### src/core/fsled_pkg.sv
package fsled_pkg;

  // ==========================================================================
  // Leaf entry field positions.
  // ==========================================================================
  localparam int ENT_EXEC_BLOCK = 63;
  localparam int ENT_RSVD_TOP = 51;
  localparam int ENT_ADDR_LSB = 12;
  localparam int ENT_EXT_USED = 10;
  localparam int ENT_GLOBAL = 8;
  localparam int ENT_ATTR_INDEX = 7;
  localparam int ENT_DIRTY = 6;
  localparam int ENT_USED = 5;
  localparam int ENT_CACHE_INHIBIT = 4;
  localparam int ENT_WRITE_THROUGH = 3;
  localparam int ENT_USER = 2;
  localparam int ENT_WRITE = 1;
  localparam int ENT_PRESENT = 0;
  localparam int HOST_ADDR_WIDTH_DEF = 48;

  // ==========================================================================
  // Register offsets (byte addresses, one word each).
  // ==========================================================================
  localparam logic [7:0] OFS_CTRL = 8'h00;
  localparam logic [7:0] OFS_INT_STATUS = 8'h04;
  localparam logic [7:0] OFS_INT_MASK = 8'h08;
  localparam logic [7:0] OFS_FAULT_INFO = 8'h0c;
  localparam logic [7:0] OFS_XLATE_COUNT = 8'h10;
  localparam logic [7:0] OFS_LAST_ADDR_LO = 8'h14;
  localparam logic [7:0] OFS_LAST_ADDR_HI = 8'h18;

  // ==========================================================================
  // Control register fields and reset value.
  // ==========================================================================
  localparam int CTRL_EXEC_DISABLE_ENABLE = 0;
  localparam int CTRL_EXTENDED_USED_ENABLE = 1;
  localparam int CTRL_SUPERVISOR_WRITE_PROTECT = 2;
  localparam int CTRL_COHERENT_DOMAIN = 3;
  localparam int CTRL_TTYPE_LSB = 4;
  localparam int CTRL_ENABLE = 7;
  localparam int CTRL_WIDTH = 8;
  localparam logic [7:0] CTRL_RESET = 8'h00;
  localparam logic [2:0] TTYPE_NESTED = 3'h3;

  // ==========================================================================
  // Interrupt status bits.
  // ==========================================================================
  localparam int INT_XLATED = 0;
  localparam int INT_FAULT = 1;
  localparam int INT_ENTRY_UPDATE = 2;
  localparam int INT_WIDTH = 3;
  localparam logic [2:0] INT_RESET = 3'h0;

  typedef enum logic [2:0] {
    FSLED_FAULT_NONE = 3'b000,
    FSLED_FAULT_NOT_PRESENT = 3'b001,
    FSLED_FAULT_RESERVED = 3'b010,
    FSLED_FAULT_USER = 3'b011,
    FSLED_FAULT_WRITE = 3'b100,
    FSLED_FAULT_EXEC = 3'b101
  } fsled_fault_t;

endpackage : fsled_pkg

### src/core/fsled_check.sv
`timescale 1ns/1ns
// ============================================================================
// Combinational decode of one leaf entry against one request.
// ============================================================================
module fsled_check #(
  parameter int HOST_ADDR_WIDTH = fsled_pkg::HOST_ADDR_WIDTH_DEF
) (
  // Entry and governing controls.
  input wire logic [63:0] entry_i,
  input wire logic exec_disable_enable_i,
  input wire logic supervisor_write_protect_i,
  input wire logic coherent_domain_i,
  // Request attributes.
  input wire logic req_write_i,
  input wire logic req_user_i,
  input wire logic req_exec_i,
  // Decode results.
  output fsled_pkg::fsled_fault_t fault_o,
  output logic [63:0] page_addr_o,
  output logic [2:0] mem_attr_o
);

  logic [63:0] rsvd_mask;
  logic [63:0] addr_mask;
  logic write_ok;

  always_comb begin
    rsvd_mask = 64'h0;
    addr_mask = 64'h0;
    for (int i = fsled_pkg::ENT_ADDR_LSB; i <= fsled_pkg::ENT_RSVD_TOP; i++) begin
      if (i >= HOST_ADDR_WIDTH) begin
        rsvd_mask[i] = 1'b1;
      end else begin
        addr_mask[i] = 1'b1;
      end
    end
  end

  // The global flag is never looked at, so it acts as if clear.
  assign page_addr_o = entry_i & addr_mask;

  // Memory type index only matters for coherent devices; others see zero.
  assign mem_attr_o = coherent_domain_i ? {entry_i[fsled_pkg::ENT_ATTR_INDEX],
                                           entry_i[fsled_pkg::ENT_CACHE_INHIBIT],
                                           entry_i[fsled_pkg::ENT_WRITE_THROUGH]} : 3'h0;

  always_comb begin
    write_ok = entry_i[fsled_pkg::ENT_WRITE] ||
               (!req_user_i && !supervisor_write_protect_i);
    if (!entry_i[fsled_pkg::ENT_PRESENT]) begin
      fault_o = fsled_pkg::FSLED_FAULT_NOT_PRESENT;
    end else if ((entry_i & rsvd_mask) != 64'h0) begin
      fault_o = fsled_pkg::FSLED_FAULT_RESERVED;
    end else if (req_user_i && !entry_i[fsled_pkg::ENT_USER]) begin
      fault_o = fsled_pkg::FSLED_FAULT_USER;
    end else if (req_write_i && !write_ok) begin
      fault_o = fsled_pkg::FSLED_FAULT_WRITE;
    end else if (req_exec_i && exec_disable_enable_i && entry_i[fsled_pkg::ENT_EXEC_BLOCK]) begin
      fault_o = fsled_pkg::FSLED_FAULT_EXEC;
    end else begin
      fault_o = fsled_pkg::FSLED_FAULT_NONE;
    end
  end

endmodule : fsled_check

### src/core/fsled_top.sv
`timescale 1ns/1ns
module fsled_top #(
  parameter int HOST_ADDR_WIDTH = fsled_pkg::HOST_ADDR_WIDTH_DEF
) (
  // Clock, reset and clock enable.
  input wire logic clk_i,
  input wire logic resetn_i,
  input wire logic ce_i,
  // Register port.
  input wire logic [7:0] reg_addr_i,
  input wire logic [31:0] reg_wdata_i,
  input wire logic reg_wr_i,
  input wire logic reg_rd_i,
  output logic [31:0] reg_rdata_o,
  // Translation request with the fetched leaf entry.
  input wire logic req_valid_i,
  input wire logic [63:0] req_entry_i,
  input wire logic req_write_i,
  input wire logic req_user_i,
  input wire logic req_exec_i,
  // Translation response.
  output logic rsp_valid_o,
  output logic rsp_fault_o,
  output logic [2:0] rsp_fault_cause_o,
  output logic [63:0] rsp_addr_o,
  output logic rsp_guest_phys_addr_o,
  output logic [2:0] rsp_mem_attr_o,
  // Entry write-back towards the table in memory.
  output logic wb_valid_o,
  output logic [63:0] wb_entry_o,
  // Interrupt.
  output logic irq_o
);

  // ==========================================================================
  // Register state.
  // ==========================================================================
  logic [fsled_pkg::CTRL_WIDTH-1:0] ctrl_reg;
  logic [fsled_pkg::CTRL_WIDTH-1:0] ctrl_next;
  logic [fsled_pkg::INT_WIDTH-1:0] int_status_reg;
  logic [fsled_pkg::INT_WIDTH-1:0] int_status_next;
  logic [fsled_pkg::INT_WIDTH-1:0] int_mask_reg;
  logic [fsled_pkg::INT_WIDTH-1:0] int_mask_next;
  logic [31:0] rdata_reg;
  logic [31:0] rdata_next;

  // ==========================================================================
  // Translation state.
  // ==========================================================================
  logic rsp_valid_reg;
  logic rsp_valid_next;
  logic rsp_fault_reg;
  logic rsp_fault_next;
  logic [2:0] rsp_cause_reg;
  logic [2:0] rsp_cause_next;
  logic [63:0] rsp_addr_reg;
  logic [63:0] rsp_addr_next;
  logic rsp_guest_reg;
  logic rsp_guest_next;
  logic [2:0] rsp_attr_reg;
  logic [2:0] rsp_attr_next;
  logic wb_valid_reg;
  logic wb_valid_next;
  logic [63:0] wb_entry_reg;
  logic [63:0] wb_entry_next;
  logic [2:0] last_cause_reg;
  logic [2:0] last_cause_next;
  logic [31:0] xlate_count_reg;
  logic [31:0] xlate_count_next;

  fsled_pkg::fsled_fault_t chk_fault;
  logic [63:0] chk_addr;
  logic [2:0] chk_attr;
  logic take;
  logic ok;
  logic [63:0] upd_entry;
  logic [fsled_pkg::INT_WIDTH-1:0] events;

  // Extracts one control bit; used by several decode points.
  function automatic logic ctrl_bit(input logic [fsled_pkg::CTRL_WIDTH-1:0] c, input int pos);
    ctrl_bit = c[pos];
  endfunction : ctrl_bit

  // ==========================================================================
  // Entry decode.
  // ==========================================================================
  fsled_check #(
    .HOST_ADDR_WIDTH(HOST_ADDR_WIDTH)
  ) u_check (
    .entry_i(req_entry_i),
    .exec_disable_enable_i(ctrl_bit(ctrl_reg, fsled_pkg::CTRL_EXEC_DISABLE_ENABLE)),
    .supervisor_write_protect_i(ctrl_bit(ctrl_reg, fsled_pkg::CTRL_SUPERVISOR_WRITE_PROTECT)),
    .coherent_domain_i(ctrl_bit(ctrl_reg, fsled_pkg::CTRL_COHERENT_DOMAIN)),
    .req_write_i(req_write_i),
    .req_user_i(req_user_i),
    .req_exec_i(req_exec_i),
    .fault_o(chk_fault),
    .page_addr_o(chk_addr),
    .mem_attr_o(chk_attr)
  );

  // ==========================================================================
  // Request acceptance and entry update.
  // ==========================================================================
  always_comb begin
    take = req_valid_i && ctrl_bit(ctrl_reg, fsled_pkg::CTRL_ENABLE);
    ok = take && (chk_fault == fsled_pkg::FSLED_FAULT_NONE);
    upd_entry = req_entry_i;
    upd_entry[fsled_pkg::ENT_USED] = 1'b1;
    if (ctrl_bit(ctrl_reg, fsled_pkg::CTRL_EXTENDED_USED_ENABLE)) begin
      upd_entry[fsled_pkg::ENT_EXT_USED] = 1'b1;
    end
    // The update is only used on a granted request, so a refused write never marks the page dirty.
    if (req_write_i) begin
      upd_entry[fsled_pkg::ENT_DIRTY] = 1'b1;
    end
  end

  // ==========================================================================
  // Response next state.
  // ==========================================================================
  // A refused request reports only its cause; address and attributes read as zero.
  always_comb begin
    rsp_valid_next = take;
    rsp_fault_next = rsp_fault_reg;
    rsp_cause_next = rsp_cause_reg;
    rsp_addr_next = rsp_addr_reg;
    rsp_guest_next = rsp_guest_reg;
    rsp_attr_next = rsp_attr_reg;
    if (take) begin
      rsp_fault_next = !ok;
      rsp_cause_next = chk_fault;
      rsp_addr_next = ok ? chk_addr : 64'h0;
      rsp_guest_next = ok && (ctrl_reg[fsled_pkg::CTRL_TTYPE_LSB +: 3] == fsled_pkg::TTYPE_NESTED);
      rsp_attr_next = ok ? chk_attr : 3'h0;
    end
  end

  // ==========================================================================
  // Write-back next state.
  // ==========================================================================
  always_comb begin
    wb_valid_next = 1'b0;
    wb_entry_next = wb_entry_reg;
    // Memory is only written when a flag really changes, to save bus traffic.
    if (ok && (upd_entry != req_entry_i)) begin
      wb_valid_next = 1'b1;
      wb_entry_next = upd_entry;
    end
  end

  // ==========================================================================
  // Statistics next state.
  // ==========================================================================
  always_comb begin
    last_cause_next = last_cause_reg;
    xlate_count_next = xlate_count_reg;
    if (take) begin
      last_cause_next = chk_fault;
    end
    // The count wraps silently; software treats it as a free-running total.
    if (ok) begin
      xlate_count_next = xlate_count_reg + 32'h1;
    end
  end

  // ==========================================================================
  // Register next state.
  // ==========================================================================
  always_comb begin
    events = '0;
    events[fsled_pkg::INT_XLATED] = ok;
    events[fsled_pkg::INT_FAULT] = take && !ok;
    events[fsled_pkg::INT_ENTRY_UPDATE] = wb_valid_next;
    ctrl_next = ctrl_reg;
    int_mask_next = int_mask_reg;
    int_status_next = int_status_reg;
    if (reg_wr_i) begin
      unique case (reg_addr_i)
        fsled_pkg::OFS_CTRL: begin
          ctrl_next = reg_wdata_i[fsled_pkg::CTRL_WIDTH-1:0];
        end
        fsled_pkg::OFS_INT_MASK: begin
          int_mask_next = reg_wdata_i[fsled_pkg::INT_WIDTH-1:0];
        end
        fsled_pkg::OFS_INT_STATUS: begin
          int_status_next = int_status_reg & ~reg_wdata_i[fsled_pkg::INT_WIDTH-1:0];
        end
        default: begin
        end
      endcase
    end
    // A new event wins over a clear written in the same cycle.
    int_status_next = int_status_next | events;
  end

  // ==========================================================================
  // Read data next state.
  // ==========================================================================
  always_comb begin
    rdata_next = 32'h0;
    if (reg_rd_i) begin
      unique case (reg_addr_i)
        fsled_pkg::OFS_CTRL: rdata_next = {24'h0, ctrl_reg};
        fsled_pkg::OFS_INT_STATUS: rdata_next = {29'h0, int_status_reg};
        fsled_pkg::OFS_INT_MASK: rdata_next = {29'h0, int_mask_reg};
        fsled_pkg::OFS_FAULT_INFO: rdata_next = {29'h0, last_cause_reg};
        fsled_pkg::OFS_XLATE_COUNT: rdata_next = xlate_count_reg;
        fsled_pkg::OFS_LAST_ADDR_LO: rdata_next = rsp_addr_reg[31:0];
        fsled_pkg::OFS_LAST_ADDR_HI: rdata_next = rsp_addr_reg[63:32];
        default: rdata_next = 32'h0;
      endcase
    end
  end

  // ==========================================================================
  // Register group.
  // ==========================================================================
  always_ff @(posedge clk_i or negedge resetn_i) begin
    if (!resetn_i) begin
      ctrl_reg <= fsled_pkg::CTRL_RESET;
      int_status_reg <= fsled_pkg::INT_RESET;
      int_mask_reg <= fsled_pkg::INT_RESET;
      rdata_reg <= 32'h0;
    end else if (ce_i) begin
      ctrl_reg <= ctrl_next;
      int_status_reg <= int_status_next;
      int_mask_reg <= int_mask_next;
      rdata_reg <= rdata_next;
    end
  end

  // ==========================================================================
  // Response group.
  // ==========================================================================
  always_ff @(posedge clk_i or negedge resetn_i) begin
    if (!resetn_i) begin
      rsp_valid_reg <= 1'b0;
      rsp_fault_reg <= 1'b0;
      rsp_cause_reg <= 3'h0;
      rsp_addr_reg <= 64'h0;
      rsp_guest_reg <= 1'b0;
      rsp_attr_reg <= 3'h0;
    end else if (ce_i) begin
      rsp_valid_reg <= rsp_valid_next;
      rsp_fault_reg <= rsp_fault_next;
      rsp_cause_reg <= rsp_cause_next;
      rsp_addr_reg <= rsp_addr_next;
      rsp_guest_reg <= rsp_guest_next;
      rsp_attr_reg <= rsp_attr_next;
    end
  end

  // ==========================================================================
  // Write-back group.
  // ==========================================================================
  always_ff @(posedge clk_i or negedge resetn_i) begin
    if (!resetn_i) begin
      wb_valid_reg <= 1'b0;
      wb_entry_reg <= 64'h0;
    end else if (ce_i) begin
      wb_valid_reg <= wb_valid_next;
      wb_entry_reg <= wb_entry_next;
    end
  end

  // ==========================================================================
  // Statistics group.
  // ==========================================================================
  always_ff @(posedge clk_i or negedge resetn_i) begin
    if (!resetn_i) begin
      last_cause_reg <= 3'h0;
      xlate_count_reg <= 32'h0;
    end else if (ce_i) begin
      last_cause_reg <= last_cause_next;
      xlate_count_reg <= xlate_count_next;
    end
  end

  // ==========================================================================
  // Outputs.
  // ==========================================================================
  assign reg_rdata_o = rdata_reg;
  assign rsp_valid_o = rsp_valid_reg;
  assign rsp_fault_o = rsp_fault_reg;
  assign rsp_fault_cause_o = rsp_cause_reg;
  assign rsp_addr_o = rsp_addr_reg;
  assign rsp_guest_phys_addr_o = rsp_guest_reg;
  assign rsp_mem_attr_o = rsp_attr_reg;
  assign wb_valid_o = wb_valid_reg;
  assign wb_entry_o = wb_entry_reg;
  assign irq_o = |(int_status_reg & int_mask_reg);

endmodule : fsled_top

### config.mk
export PLATFORM = sky130hd
export DESIGN_NAME = fsled_top
export DESIGN_NICKNAME = d
export VERILOG_FILES = /design/src/core/fsled_pkg.sv /design/src/core/fsled_check.sv /design/src/core/fsled_top.sv
export SDC_FILE = /design/constraint.sdc
export NUM_CORES = 1
export LEC_CHECK = 0
export BUFFER_PORTS_ARGS = -buffer_cell sky130_fd_sc_hd__buf_2
export CORE_MARGIN = 2
export CORE_UTILIZATION = 55
export DETAILED_ROUTE_END_ITERATION = 6
export PLACE_DENSITY = 0.95
export SLEW_MARGIN = 5
export SYNTH_ARGS = -nofsm -noshare
export SYNTH_HDL_FRONTEND = slang
export SYNTH_SLANG_ARGS = --single-unit
### constraint.sdc
create_clock -name clk_i -period 5.2 [get_ports clk_i]
set_input_delay 0.52 -clock clk_i [delete_from_list [all_inputs] [get_ports clk_i]]
set_output_delay 0.52 -clock clk_i [all_outputs]
set_load 0.05 [all_outputs]
# Word level (Yosys, flattened, before mapping)
# Cells that the tools add are included.
# totals
out_inout_bits,171
elab_cells,66
register_bits,216
# classes
reduce_logical,25
n_eq_ne,8
n_bitwise,4
addsub,1
muxes,15
# ops
op,count
$pmux W32 S7,1
$reduce_bool A64 Y1,1
$mux W48,1
$add A32 B1 Y32 const B,1
$mux W32,1
$mux W3,9
$eq A8 B5 Y1 const B,3
$eq A8 B4 Y1 const B,2
$logic_and A1 B1 Y1,10
$eq A8 B3 Y1 const B,1
$logic_not A8 Y1,1
$and A3 B3 Y3,2
$reduce_and A2 Y1,3
$reduce_and A3 Y1,2
$logic_not A1 Y1,5
$eq A3 B2 Y1 const B,1
$logic_not A3 Y1,1
$mux W1,3
$ne A3 B3 Y1,1
$not A3 Y3,1
$or A3 B3 Y3,1
$reduce_or A3 Y1,1
$logic_or A1 B1 Y1,1

# Longest topological paths before layout
# Gate-level depths: netlist of the first run.
# logic_depth
depth_word,14
ltp_mapped,8

# By module
# A second synthesis of the first run with hierarchy kept.
# hier_totals
hier_cells,738
area_unflattened_um2,9515.4
# modules_own_cells
mod,area_per_inst_um2,instances,cells_each
fsled_top,8911.0,1,658
fsled_check,604.3,1,80

# Least setup slack after synthesis of the first run
# No wires, ideal clock.
# synth_timing
path_kind,input-to-reg
from,in req_entry_i[49]
to,"reg wb_entry_reg[46], in the netlist wb_entry_o[46]"
n_path_buf,1
path_slack_ns,3.221
required_ns,5.075
t_arrival_ns,1.854
stages,6
setup_ns,0.125
path_cell_list,nor4_4 > nand2_2 > nor2_4 > nand3_4 > buf_2 > mux2_4
# synth_between
elab_chain_len,7
# synth_rtl
item,line_no,text
"start, declared",fsled_top.sv:17,"input wire logic [63:0] req_entry_i,"
$reduce_bool A64 Y1,fsled_check.sv:52,end else if ((entry_i & rsvd_mask) != 64'h0) begin
$mux W3,fsled_check.sv:52,
$mux W3,fsled_check.sv:50,if (!entry_i[fsled_pkg::ENT_PRESENT]) begin
$logic_not A3 Y1,fsled_top.sv:107,ok = take && (chk_fault == fsled_pkg::FSLED_FAULT_NONE);
$logic_and A1 B1 Y1,fsled_top.sv:107,
$logic_and A1 B1 Y1,fsled_top.sv:146,if (ok && (upd_entry != req_entry_i)) begin
$reduce_and A2 Y1 (no line),-,
"end signal, assigned",fsled_top.sv:263,wb_entry_reg <= wb_entry_next;
"end, declared",fsled_top.sv:64,logic [63:0] wb_entry_reg;
# Every way passes these cells.
# A chain may end at the register's enable or synchronous reset.

# Worst setup path after layout of the first run
# layout_timing
from,in ce_i
to,reg xlate_count_reg[28]
# layout_between
elab_chain_len,1
# layout_rtl
item,line_no,text
"start, declared",fsled_top.sv:8,"input wire logic ce_i,"
$reduce_and A2 Y1 (no line),-,
"end signal, assigned",fsled_top.sv:276,xlate_count_reg <= xlate_count_next;
"end, declared",fsled_top.sv:68,logic [31:0] xlate_count_reg;
# Every way passes these cells.

==> results summary, run 1 <==
The flow ran to the end, and the final reports show no timing, DRC or antenna violations. The tightest min-delay check is of the in2async type. The later pin in the worst-skew pair is clocked with a latency of 430 ps.

The fraction of synthesized cell area taken by the top area cell type is 55.4%. The number of remaining DRC errors came out at 0. Among the stages of the critical path, the cell type that occurs most often is sky130_fd_sc_hd__nand4_1. The fill cell total of the finished layout is 1096. The number of gates resized after cts came out at 0. The worst setup path is captured at a register.

The area overhead of the layout relative to synthesis came out at 20.8%. The final period utilization is 54.2%. The number of setup buffers added after CTS is 0.

The tree is rooted in a sky130_fd_sc_hd__clkbuf_16. The number of top-level design ports is 284. The routability-driven placement congestion ratio is 0.900.

The worst path buffer plus inverter count is 1. The hold buffer count at CTS is 0. For this run, the top clock speed supported by timing is 0.355 GHz. The startpoint type of the worst setup path is an input pin. The worst-path maximum fanout came out at 39.

At the pin with the least slew margin, the transition time is 799 ps. The total overflow left after global routing is 0. The number of cell rows came out at 45. Data on the critical path arrives at its endpoint at 3130 ps. The total clock sinks is 188. The H-tree depth reported by CTS is 4. IR analysis of the VDD net gives a maximum drop of 0.000218 V.

The overall die area is 16400 µm². The required arrival time at the worst endpoint is 5510 ps. In the post-synthesis netlist, the biggest area contributors are sky130_fd_sc_hd__dfrtp_1, sky130_fd_sc_hd__mux2_4, sky130_fd_sc_hd__nand2_1, sky130_fd_sc_hd__o21ai_0, sky130_fd_sc_hd__buf_4.

The total power density per cell area came out at 293 nW/µm². Across every metal layer, demand over resource in global routing totals 27.9%. The share of the core filled with cells came out at 67.6%.

The die span in x came out at 128 µm. The die height came out at 128 µm. The count of flip-flops with a built-in enable after synthesis is 0. The final period demand of the worst path is 2820 ps. The number of port buffers came out at 231. Setup total negative slack on the finished layout was measured at 0 ps.

Setup repair after global routing left no endpoint under its margin. In this run the register-to-register setup slack is 2580 ps. The tool flagged a number of max-cap violations equal to 0. The first-pass GRT wire length is 35.2 mm. The number of cell instances on the worst register-to-register path is 6. During synthesis, Yosys emitted a total of 0 warnings. The largest total area in the synthesized netlist belongs to sky130_fd_sc_hd__dfrtp_1.

The maximum number of pins on one net before global-route repair came out at 92. After clock tree synthesis, the clock-pin slew on the worst setup and hold paths is 70 ps. The number of vias after detailed routing is 6671. In this run the critical register-to-register path is launched from ctrl_reg[2]. The area of the core came out at 15100 µm². The number of instances in the synthesized netlist came out at 742. The fraction of layout instances using a drive strength above 1 is 36.2%. The number of pins exceeding their max-slew limit in the final report came out at 0.

The post-layout net count is 1074. The antenna diode instance count is 0. The number of buffers on the longest clock path came out at 2. The detailed-router iteration count before antenna repair is 5.

The proportion of synthesized flip-flops having asynchronous set or reset came out at 100%. The number of global-route vias before repair came out at 6702. For this block, the routed nets add up to 22.5 mm of wire.

For this run, the register share of the synthesized area comes to 55.4%. The detailed placement HPWL is 15.9 mm. In the final routed layout, each cell accounts on average for 19.4 µm. The cell with the most instances after synthesis is sky130_fd_sc_hd__dfrtp_1.

The total clock buffers created by CTS is 17. For the final database, setup skew stands at 11.2 ps. The kind of cell with the highest combined delay along the critical path is simple AND/OR/NAND/NOR gates. The clock tree from TritonCTS is done. The register with the most flip-flops in the layout has 64 of them. The leakage power of the design came out at 0.00544 µW. The detailed router finished its first iteration with 543 violations.

The final-report hold violation count is 0. The average via count per standard cell came out at 5.75. Counting instances in the post-synthesis netlist gives the leading cell types as sky130_fd_sc_hd__dfrtp_1, sky130_fd_sc_hd__nand2_1, sky130_fd_sc_hd__o21ai_0. Walking the worst path, the cells encountered are buf_2 > and3_2 > nand4_1 > nor4_2 > nand4_1 > xnor2_1. The cell area that synthesis handed to floorplanning was 8480 µm². The count of endpoints failing setup in the final report is 0. The effective utilization at floorplan is 56.0%. For this run, the slowest stage of the critical path takes 660 ps. The distinct cell type count after synthesis is 52. For this run, the leading register cell type out of synthesis is sky130_fd_sc_hd__dfrtp_1. The tightest slew margin relative to the limit came out at 46.3%. The type of the setup path with the least slack is in2reg. The synthesis-stage register bit count came out at 188.

The post-synthesis average cell area came out at 11.4 µm². The worst register-to-register path ends at wb_entry_o[14]. The slowest stage of the critical path belongs to the cell sky130_fd_sc_hd__nor4_2. The initial antenna violation count is 0. The design draws 3000 µW. The number of antenna-violating nets in the routed design came out at 0.
[how the worst max path moves through the flow]
| stage | slack [ps] | startpoint | cells past startpoint | end |
|---|---|---|---|---|
| 2_1_floorplan | 3220 | req_entry_i[49] | 6 | wb_entry_o[46] |
| 3_3_place_gp | 2020 | ce_i | 5 | wb_entry_o[3] |
| 3_5_place_dp | 1960 | ce_i | 5 | wb_entry_o[13] |
| 4_1_cts | 2430 | ce_i | 5 | wb_entry_o[3] |
| 5_1_grt | 2250 | ce_i | 5 | wb_entry_o[3] |
| 6_report | 2380 | ce_i | 6 | xlate_count_reg[28] |
[layer usage]
metal	vias up	wire length [µm]	track usage (%)
met2	365	11200	45.9
met1	3299	9000	35.6
met4	0	812	14.0
met5	-	0	0
li1	2935	-	-
met3	72	1540	5.30
[layout make-up]
cell class                      instances  area (µm²)  share of cell area, %
Multi-Input combinational cell        477        3340                   32.6
Timing Repair Buffer                  239        1220                   12.0
Clock inverter                         12         151                   1.48
Clock buffer                           19         453                   4.42
Sequential cell                       188        4700                   45.9
Tap cell                              188         235                   2.30
Inverter                               37         139                   1.36
[kinds of logic after synthesis]
| group | after synthesis | share of synthesized area [%] |
|---|---|---|
| and+or+nand+nor | 209 | 12.5 |
| xor gates and xnor gates | 31 | 3.20 |
| AOI/OAI and AO/OA | 125 | 8.89 |
| DFF | 188 | 55.4 |
| adders and majority gates | 1 | 0.147 |
| buffers and inverters | 104 | 6.47 |
| muxes | 83 | 13.3 |
| other | 1 | 0.0442 |
[metrics by stage]
step / area [µm²] / cells / hold slack, ps / setup slack, ps
finish: 10200 / 1160 / 146 / 2380
global route: 10200 / 1160 / 200 / 2250
CTS: 10200 / 1160 / 167 / 2430
detailed placement: 9640 / 1129 / 462 / 1960
global placement: 9640 / 1129 / 446 / 2020
floorplan: 8590 / 769 / 224 / 3220
[cell usage in the layout, fill, tap and decap left out, types with 5 or more instances in the layout]
master and instances:
sky130_fd_sc_hd__buf_2 230, sky130_fd_sc_hd__dfrtp_1 188, sky130_fd_sc_hd__nand2_1 100, sky130_fd_sc_hd__o21ai_0 57, sky130_fd_sc_hd__mux2_4 52, sky130_fd_sc_hd__inv_1 36
sky130_fd_sc_hd__conb_1 28, sky130_fd_sc_hd__o22ai_1 27, sky130_fd_sc_hd__nand3_1 23, sky130_fd_sc_hd__xnor2_1 23, sky130_fd_sc_hd__mux2i_1 17, sky130_fd_sc_hd__clkbuf_16 17
sky130_fd_sc_hd__nor2_1 16, sky130_fd_sc_hd__a22oi_1 16, sky130_fd_sc_hd__and3_1 13, sky130_fd_sc_hd__a21oi_1 12, sky130_fd_sc_hd__mux2_2 11, sky130_fd_sc_hd__nand4_1 10
sky130_fd_sc_hd__nor3_1 9, sky130_fd_sc_hd__xor2_1 8, sky130_fd_sc_hd__buf_4 8, sky130_fd_sc_hd__and2_1 7, sky130_fd_sc_hd__a31oi_1 6, sky130_fd_sc_hd__nor2b_1 6
sky130_fd_sc_hd__nor4_2 5
[power by group]
part	leakage, µW	switching [µW]	internal (µW)
Sequential	0.00262	7.31	1470
Combinational	0.00253	145	45.3
Clock	0.000294	587	749
Total	0.00544	739	2260
(Power assumes the default switching activity.)
==> inputs of run 2 (changes only) <==
Settings changed: CORE_UTILIZATION 55 to 51, PLACE_DENSITY 0.95 to 0.92.
Clock period 5.2 ns to 2.79 ns, I/O delays scaled along.
==> results summary, run 2 (synthesized netlist as in run 1, its figures left out) <==
The maximum VDD drop was 0.000419 V (was 0.000218 V). Of the available clock period, the critical path in the final layout requires 87.3%. The antenna diode instance count came out at 0 (unchanged).

The count of endpoints failing setup in the final report came out at 0 (unchanged). The detailed-router iteration count before antenna repair is 6 (was 5). The tightest slew margin relative to the limit came out at 53.5% (was 46.3%). Outcome: complete, no violations (unchanged). The leakage power of the design came to 0.00545 µW (was 0.00544 µW). The final-report hold violation count is 0 (unchanged). The number of remaining DRC errors is 0 (unchanged).

The die span in x came out at 133 µm (was 128 µm). The initial antenna violation count came to 0 (unchanged). The die height is 133 µm (was 128 µm).

The final standard cell area without fillers came out at 10300 µm² (was 10200 µm²). The post-placement cell area is 9720 µm² (was 9640 µm²). The area occupied by multi-input gates was 3340 µm² (about the same). The number of global-route vias before repair is 6837 (was 6702). The fraction of layout instances using a drive strength above 1 is 36.2% (about the same).

The number of pins exceeding their max-slew limit in the final report is 0 (unchanged). The number of top-level design ports came out at 284 (unchanged). The effective utilization at floorplan is 51.7% (was 56.0%). The worst-path maximum fanout is 17 (was 39). The number of port buffers was 231 (unchanged). The startpoint type of the worst setup path is a register (was input pin). The number of cell rows came out at 47 (was 45). The total routing resource utilization after global routing came out at 26.5% (was 27.9%).

The clock latency on the worst-skew pair came out at 430 ps (about the same). The number of buffers on the longest clock path is 2 (unchanged). The maximum clock skew at final layout came out at 7.98 ps (was 11.2 ps). The cell depth of the worst hold path came out at 2. The number of gates resized after cts is 0 (unchanged). The slew at the pin with the worst max-slew slack came to 692 ps (was 799 ps).

The total power density per cell area came out at 528 nW/µm² (was 293 nW/µm²). The total clock sinks is 188 (unchanged). The final period demand of the worst path came out at 2440 ps. The reported max-cap violation count is 0 (unchanged). The first-iteration detailed-routing DRC count is 561 (was 543). The area overhead of the layout relative to synthesis is 21.2% (was 20.8%).

The number of cell instances on the worst register-to-register path is 5 (was 6). The routed wire length per instance was 19.4 µm (about the same). The leading cell type in the layout, fill and taps excluded is sky130_fd_sc_hd__buf_2 (unchanged). The sort of element at the end of the critical path is a register (unchanged).

The number of vias after detailed routing came to 6744 (was 6671). The routability-driven placement congestion ratio is 0.869 (was 0.900). The fill cell total of the finished layout came out at 1258 (was 1096). The number of flip-flops under the largest register name came out at 64 (unchanged).

The root buffer cell is sky130_fd_sc_hd__clkbuf_16 (unchanged). Unrepaired setup endpoints after global routing: false (unchanged). The path type of the worst min-delay path is in2reg (was in2async).

The clock tree from TritonCTS is done (unchanged). The post-layout net count came out at 1076 (was 1074). The detailed placement HPWL is 16.2 mm (was 15.9 mm). The total wire length came out at 23.2 mm (was 22.5 mm).

The maximum number of pins on one net before global-route repair is 65 (was 92). The aggregate negative setup slack is 0 ps (unchanged). The total clock buffers created by CTS came out at 17 (unchanged). Based on the critical path, the design can be clocked at up to 0.411 GHz. The average via count per standard cell came out at 5.65 (was 5.75). The area taken by flip-flops and latches came out at 4700 µm² (unchanged). The number of antenna-violating nets in the routed design is 0 (unchanged).

The sum of overflow across all layers after global routing is 0 (unchanged). The area of the core is 16400 µm² (was 15100 µm²). The type of the setup path with the least slack is reg2reg (was in2reg). Leading cell types in the layout, fill and taps excluded: sky130_fd_sc_hd__buf_2, sky130_fd_sc_hd__dfrtp_1, sky130_fd_sc_hd__nand2_1 (unchanged).

The required arrival time at the worst endpoint came out at 3100 ps (was 5510 ps). The H-tree depth reported by CTS is 4 (unchanged). The signal arrival time at the worst endpoint came to 2750 ps (was 3130 ps).

The overall die area was 17700 µm² (was 16400 µm²). The share of the core filled with cells came out at 62.7% (was 67.6%). The clock-pin slew on the worst setup and hold paths is 70 ps (about the same).

The first-pass GRT wire length came to 36.5 mm (was 35.2 mm).
## run 2: cell count changes in the layout (fill, tap and decap cells not counted), sizes merged
cell         previous run  this run
inv                    44        40
clkinv                  1         7
bufinv                  2         1
dlygate4sd3             0         1
buf                   238       239
clkinvlp                2         1
## run 2: cell type report
class / instances / area share (%)
Clock buffer: 19 / 4.31
Clock inverter: 12 / 1.11
Inverter: 37 / 1.35
Multi-Input combinational cell: 477 / 32.5
Sequential cell: 188 / 45.7
Tap cell: 220 / 2.68
Timing Repair Buffer: 241 / 12.3
## run 2: metal layers
layer,up-vias,track usage (%),share of wire (%)
li1,2945,-,-
met1,3330,33.4,39
met2,383,43.4,50
met3,86,5.29,6.3
met4,0,14.0,4.6
met5,-,0,0
## run 2: path summary, 6_finish.rpt
kind / startpoint / endpoint / slack [ps]
worst min register to register: wb_entry_o[0] / wb_entry_o[0] / 470
worst min-delay path: req_entry_i[55] / wb_entry_o[55] / 80
max in group asynchronous: resetn_i / int_status_reg[0] / 1560
worst max register to register: ctrl_reg[7] / xlate_count_reg[28] / 350
worst max-delay path: ctrl_reg[7] / xlate_count_reg[28] / 350
min in group asynchronous: resetn_i / reg_rdata_o[22] / 380
## run 2: timing repair
item | in CTS | in global routing
hold endpoints to repair | 58 | 0
setup buffers | 0 | 0
setup endpoints to repair | 0 | 0
hold buffers | 1 | 0
## run 2: power breakdown
| part | switching [µW] | internal (µW) |
|---|---|---|
| Clock | 1050 | 1260 |
| Combinational | 273 | 89.1 |
| Sequential | 15.6 | 2740 |
| Total | 1340 | 4090 |
## run 2: through the flow
stage / hold slack (ps) / setup slack (ps) / total power, µW / std cells
final: 76.1 / 354 / 5430 / 1194
after global routing: 65.6 / 254 / 5610 / 1194
after CTS: 62.6 / 384 / 5460 / 1194
after detailed placement: 296 / 428 / 3170 / 1162
after global placement: 289 / 570 / 3160 / 1162
after floorplan: -16.6 / 1020 / 3020 / 769
## run 2: worst max-delay path, cell delays in order (launching register included)
cell,delay [ps]
sky130_fd_sc_hd__dfrtp_1,440
sky130_fd_sc_hd__and3_2,490
sky130_fd_sc_hd__nand4_1,310
sky130_fd_sc_hd__nor4_2,660
sky130_fd_sc_hd__nand4_1,230
sky130_fd_sc_hd__xnor2_1,180
==> inputs of run 3 (changes only) <==
Settings changed: CORE_UTILIZATION 51 to 52, PLACE_DENSITY 0.92 to 0.91, SYNTH_HIERARCHICAL set to 1, TNS_END_PERCENT set to 1.
==> results summary, run 3 <==
The routability-driven placement congestion ratio came out at 0.864 (was 0.869). The launch point of the worst reg-to-reg path is ctrl_reg[2] (was ctrl_reg[7]). The initial antenna violation count is 0 (unchanged). The detailed-router iteration count before antenna repair came out at 5 (was 6). The leading cell type in the layout, fill and taps excluded is sky130_fd_sc_hd__buf_2 (unchanged). The path type of the worst min-delay path is in2reg (unchanged). The timing-limited maximum frequency was 0.388 GHz (was 0.411 GHz). The effective utilization at floorplan is 53.0% (was 51.7%). The detailed placement HPWL was 17.1 mm (was 16.2 mm). The number of instances in the synthesized netlist came out at 738 (was 742). The post-synthesis average cell area came out at 12.9 µm² (was 11.4 µm²).

The count of endpoints failing setup in the final report came out at 0 (unchanged). The post-layout net count was 1105 (was 1076). The number of gates resized after cts is 0 (unchanged). The maximum clock skew at final layout was 8.11 ps (was 7.98 ps). The maximum VDD drop is 0.000496 V (was 0.000419 V). The signal arrival time at the worst endpoint is 3000 ps (was 2750 ps). The cell with the most instances after synthesis was sky130_fd_sc_hd__dfrtp_1 (unchanged). The required arrival time at the worst endpoint came to 3220 ps (was 3100 ps). The synthesis warning total is 6 (was 0). The number of port buffers is 259 (was 231).

The number of antenna-violating nets in the routed design is 0 (unchanged). The number of cell rows was 49 (was 47). The antenna diode instance count came out at 0 (unchanged).

The area overhead of the layout relative to synthesis came to 24.3% (was 21.2%). The average via count per standard cell is 5.77 (was 5.65). The number of remaining DRC errors is 0 (unchanged). The total clock sinks came out at 216 (was 188). The total clock buffers created by CTS is 23 (was 17). The H-tree depth reported by CTS is 1 (was 4). The worst-path maximum fanout is 6 (was 17). The final period utilization came out at 92.4% (was 87.3%). The startpoint type of the worst setup path is a register (unchanged).

The proportion of synthesized flip-flops having asynchronous set or reset came out at 100% (unchanged). Synth cell count leaders: sky130_fd_sc_hd__dfrtp_1, sky130_fd_sc_hd__mux2_2, sky130_fd_sc_hd__a22o_1 (was sky130_fd_sc_hd__dfrtp_1, sky130_fd_sc_hd__nand2_1, sky130_fd_sc_hd__o21ai_0). The count of flip-flops with a built-in enable after synthesis is 0 (unchanged). The sum of overflow across all layers after global routing was 0 (unchanged).

The number of instances in the placed design came out at 1165 (was 1162). The final-report hold violation count came out at 0 (unchanged). The sort of element at the end of the critical path is a register (unchanged).

The area of the core is 18000 µm² (was 16400 µm²). The start point of the critical path is ctrl_reg[2] (was ctrl_reg[7]). The leakage power of the design is 0.00628 µW (was 0.00545 µW). The type of the setup path with the least slack was reg2reg (unchanged). The clock-pin slew on the worst setup and hold paths is 60 ps (was 70 ps). The number of non-filler instances in the completed layout is 1236 (was 1194).

The fraction of synthesized cell area taken by the top area cell type is 56.8% (was 55.4%). The routed wire length per instance came to 20.4 µm (was 19.4 µm). The number of global-route vias before repair was 7473 (was 6837). The reported max-cap violation count came out at 0 (unchanged). The root buffer cell was sky130_fd_sc_hd__clkbuf_16 (unchanged). The number of top-level design ports is 284 (unchanged). The overall die area came out at 19400 µm² (was 17700 µm²). The fraction of layout instances using a drive strength above 1 was 40.7% (was 36.2%). The dominant synthesized flop cell is sky130_fd_sc_hd__dfrtp_1 (unchanged). The distinct cell type count after synthesis is 53 (was 52).

The tightest slew margin relative to the limit came out at 37.5% (was 53.5%). The dominant cell type by area after synthesis is sky130_fd_sc_hd__dfrtp_1 (unchanged). The maximum number of pins on one net before global-route repair came out at 79 (was 65). Outcome: complete, no violations (unchanged). Unrepaired setup endpoints after global routing: false (unchanged). The total routing resource utilization after global routing came out at 25.6% (was 26.5%). The worst reg2reg path endpoint is xlate_count_reg[25] (was xlate_count_reg[28]). The number of buffers on the longest clock path came out at 3 (was 2).

The total wire length is 25.2 mm (was 23.2 mm). The worst setup path endpoint is xlate_count_reg[25] (was xlate_count_reg[28]). The first-pass GRT wire length was 40.1 mm (was 36.5 mm). The die height was 139 µm (was 133 µm). The fill cell total of the finished layout is 1259 (was 1258). The final period demand of the worst path came out at 2580 ps (was 2440 ps).

The number of cell instances on the worst register-to-register path is 8 (was 5). The clock latency on the worst-skew pair came out at 510 ps (was 430 ps). The synthesis-stage register bit count was 216 (was 188). The number of setup buffers added after CTS came out at 0 (unchanged).

The aggregate negative setup slack is 0 ps (unchanged). The number of vias after detailed routing came to 7128 (was 6744). The number of pins exceeding their max-slew limit in the final report is 0 (unchanged). The post-synthesis sequential area ratio came out at 56.8% (was 55.4%). The total power density per cell area came out at 585 nW/µm² (was 528 nW/µm²).

The combined area of all synthesized cells is 9520 µm² (was 8480 µm²). The register-to-register setup slack came out at 210 ps (was 350 ps). The slew at the pin with the worst max-slew slack is 924 ps (was 692 ps).

The die span in x came out at 139 µm (was 133 µm). The clock tree from TritonCTS is done (unchanged). Cells taking the most area after synthesis: sky130_fd_sc_hd__dfrtp_1, sky130_fd_sc_hd__mux2_2, sky130_fd_sc_hd__a22o_1, sky130_fd_sc_hd__buf_4, sky130_fd_sc_hd__o2bb2ai_1 (was sky130_fd_sc_hd__dfrtp_1, sky130_fd_sc_hd__mux2_4, sky130_fd_sc_hd__nand2_1, sky130_fd_sc_hd__o21ai_0, sky130_fd_sc_hd__buf_4).

Leading cell types in the layout, fill and taps excluded: sky130_fd_sc_hd__buf_2, sky130_fd_sc_hd__dfrtp_1, sky130_fd_sc_hd__mux2_2 (was sky130_fd_sc_hd__buf_2, sky130_fd_sc_hd__dfrtp_1, sky130_fd_sc_hd__nand2_1). The first-iteration detailed-routing DRC count was 520 (was 561).
==> run 3: power breakdown <==
group / total (µW) / switching, µW / internal, µW
registers: 3250 / 50.2 / 3200
logic: 603 / 414 / 189
clock network: 3080 / 1250 / 1830
==> run 3: worst max-delay path: stages (launching register included) <==
cell                       delay, ps
sky130_fd_sc_hd__dfrtp_1         390
sky130_fd_sc_hd__nor2_1           90
sky130_fd_sc_hd__o31ai_1         320
sky130_fd_sc_hd__o211ai_2        150
sky130_fd_sc_hd__or3_1           430
sky130_fd_sc_hd__buf_4           200
sky130_fd_sc_hd__nor4_4          450
sky130_fd_sc_hd__nor3b_1         280
sky130_fd_sc_hd__xor2_1          180
==> run 3: per-layer routing <==
layer	part of all wire (%)	track usage [%]	routed length, µm	vias to the layer above
met5	0	0	0	-
met4	4.0	10.6	999	0
met3	6.7	4.16	1680	65
met2	49	42.8	12300	297
met1	40	33.4	10200	3593
li1	-	-	-	3173
==> run 3: metrics by stage <==
stage	hold slack (ps)	power, µW	setup slack [ps]	area, µm²	utilization, %
final	13.7	6920	213	11800	65.9
after global routing	3.34	7150	49.0	11800	65.9
after CTS	0.303	6970	269	11800	65.7
after detailed placement	305	3870	100	10800	60.0
after global placement	302	3850	153	10800	60.0
after floorplan	-16.6	3670	357	9620	-
==> run 3: cell type report <==
cell class,count,area [µm²],area share (%)
clock buffers,28,604,5.11
repair buffers,311,1820,15.4
flip-flops and latches,216,5410,45.7
clock inverters,13,154,1.30
well taps,229,287,2.42
inverters,10,37.5,0.317
multi-input cells,429,3520,29.8
==> run 3: worst min-delay path by stage <==
stage / startpoint / to / slack, ps / cells past startpoint
floorplan: resetn_i / ctrl_reg[0] / -20 / 0
global placement: resetn_i / last_cause_reg[2] / 300 / 1
detailed placement: resetn_i / ctrl_reg[0] / 300 / 1
CTS: req_entry_i[28] / rsp_addr_o[28] / 0.3 / 2
global route: req_entry_i[29] / rsp_addr_o[29] / 3 / 2
finish: req_entry_i[9] / wb_entry_o[9] / 10 / 2
==> run 3: repair_timing <==
action | in CTS | in global routing
setup endpoints to repair | 0 | 0
endpoints found under the hold margin | 102 | 2
hold buffers | 28 | 2
==> run 3: cells by family after synthesis <==
kind of cell	share of synthesized area, %
compound gates	14.6
xor+xnor	2.85
fa+ha+maj	0.131
buf+inv	7.72
flops	56.8
mux	9.94
other cells	0.0394
simple gates	7.96
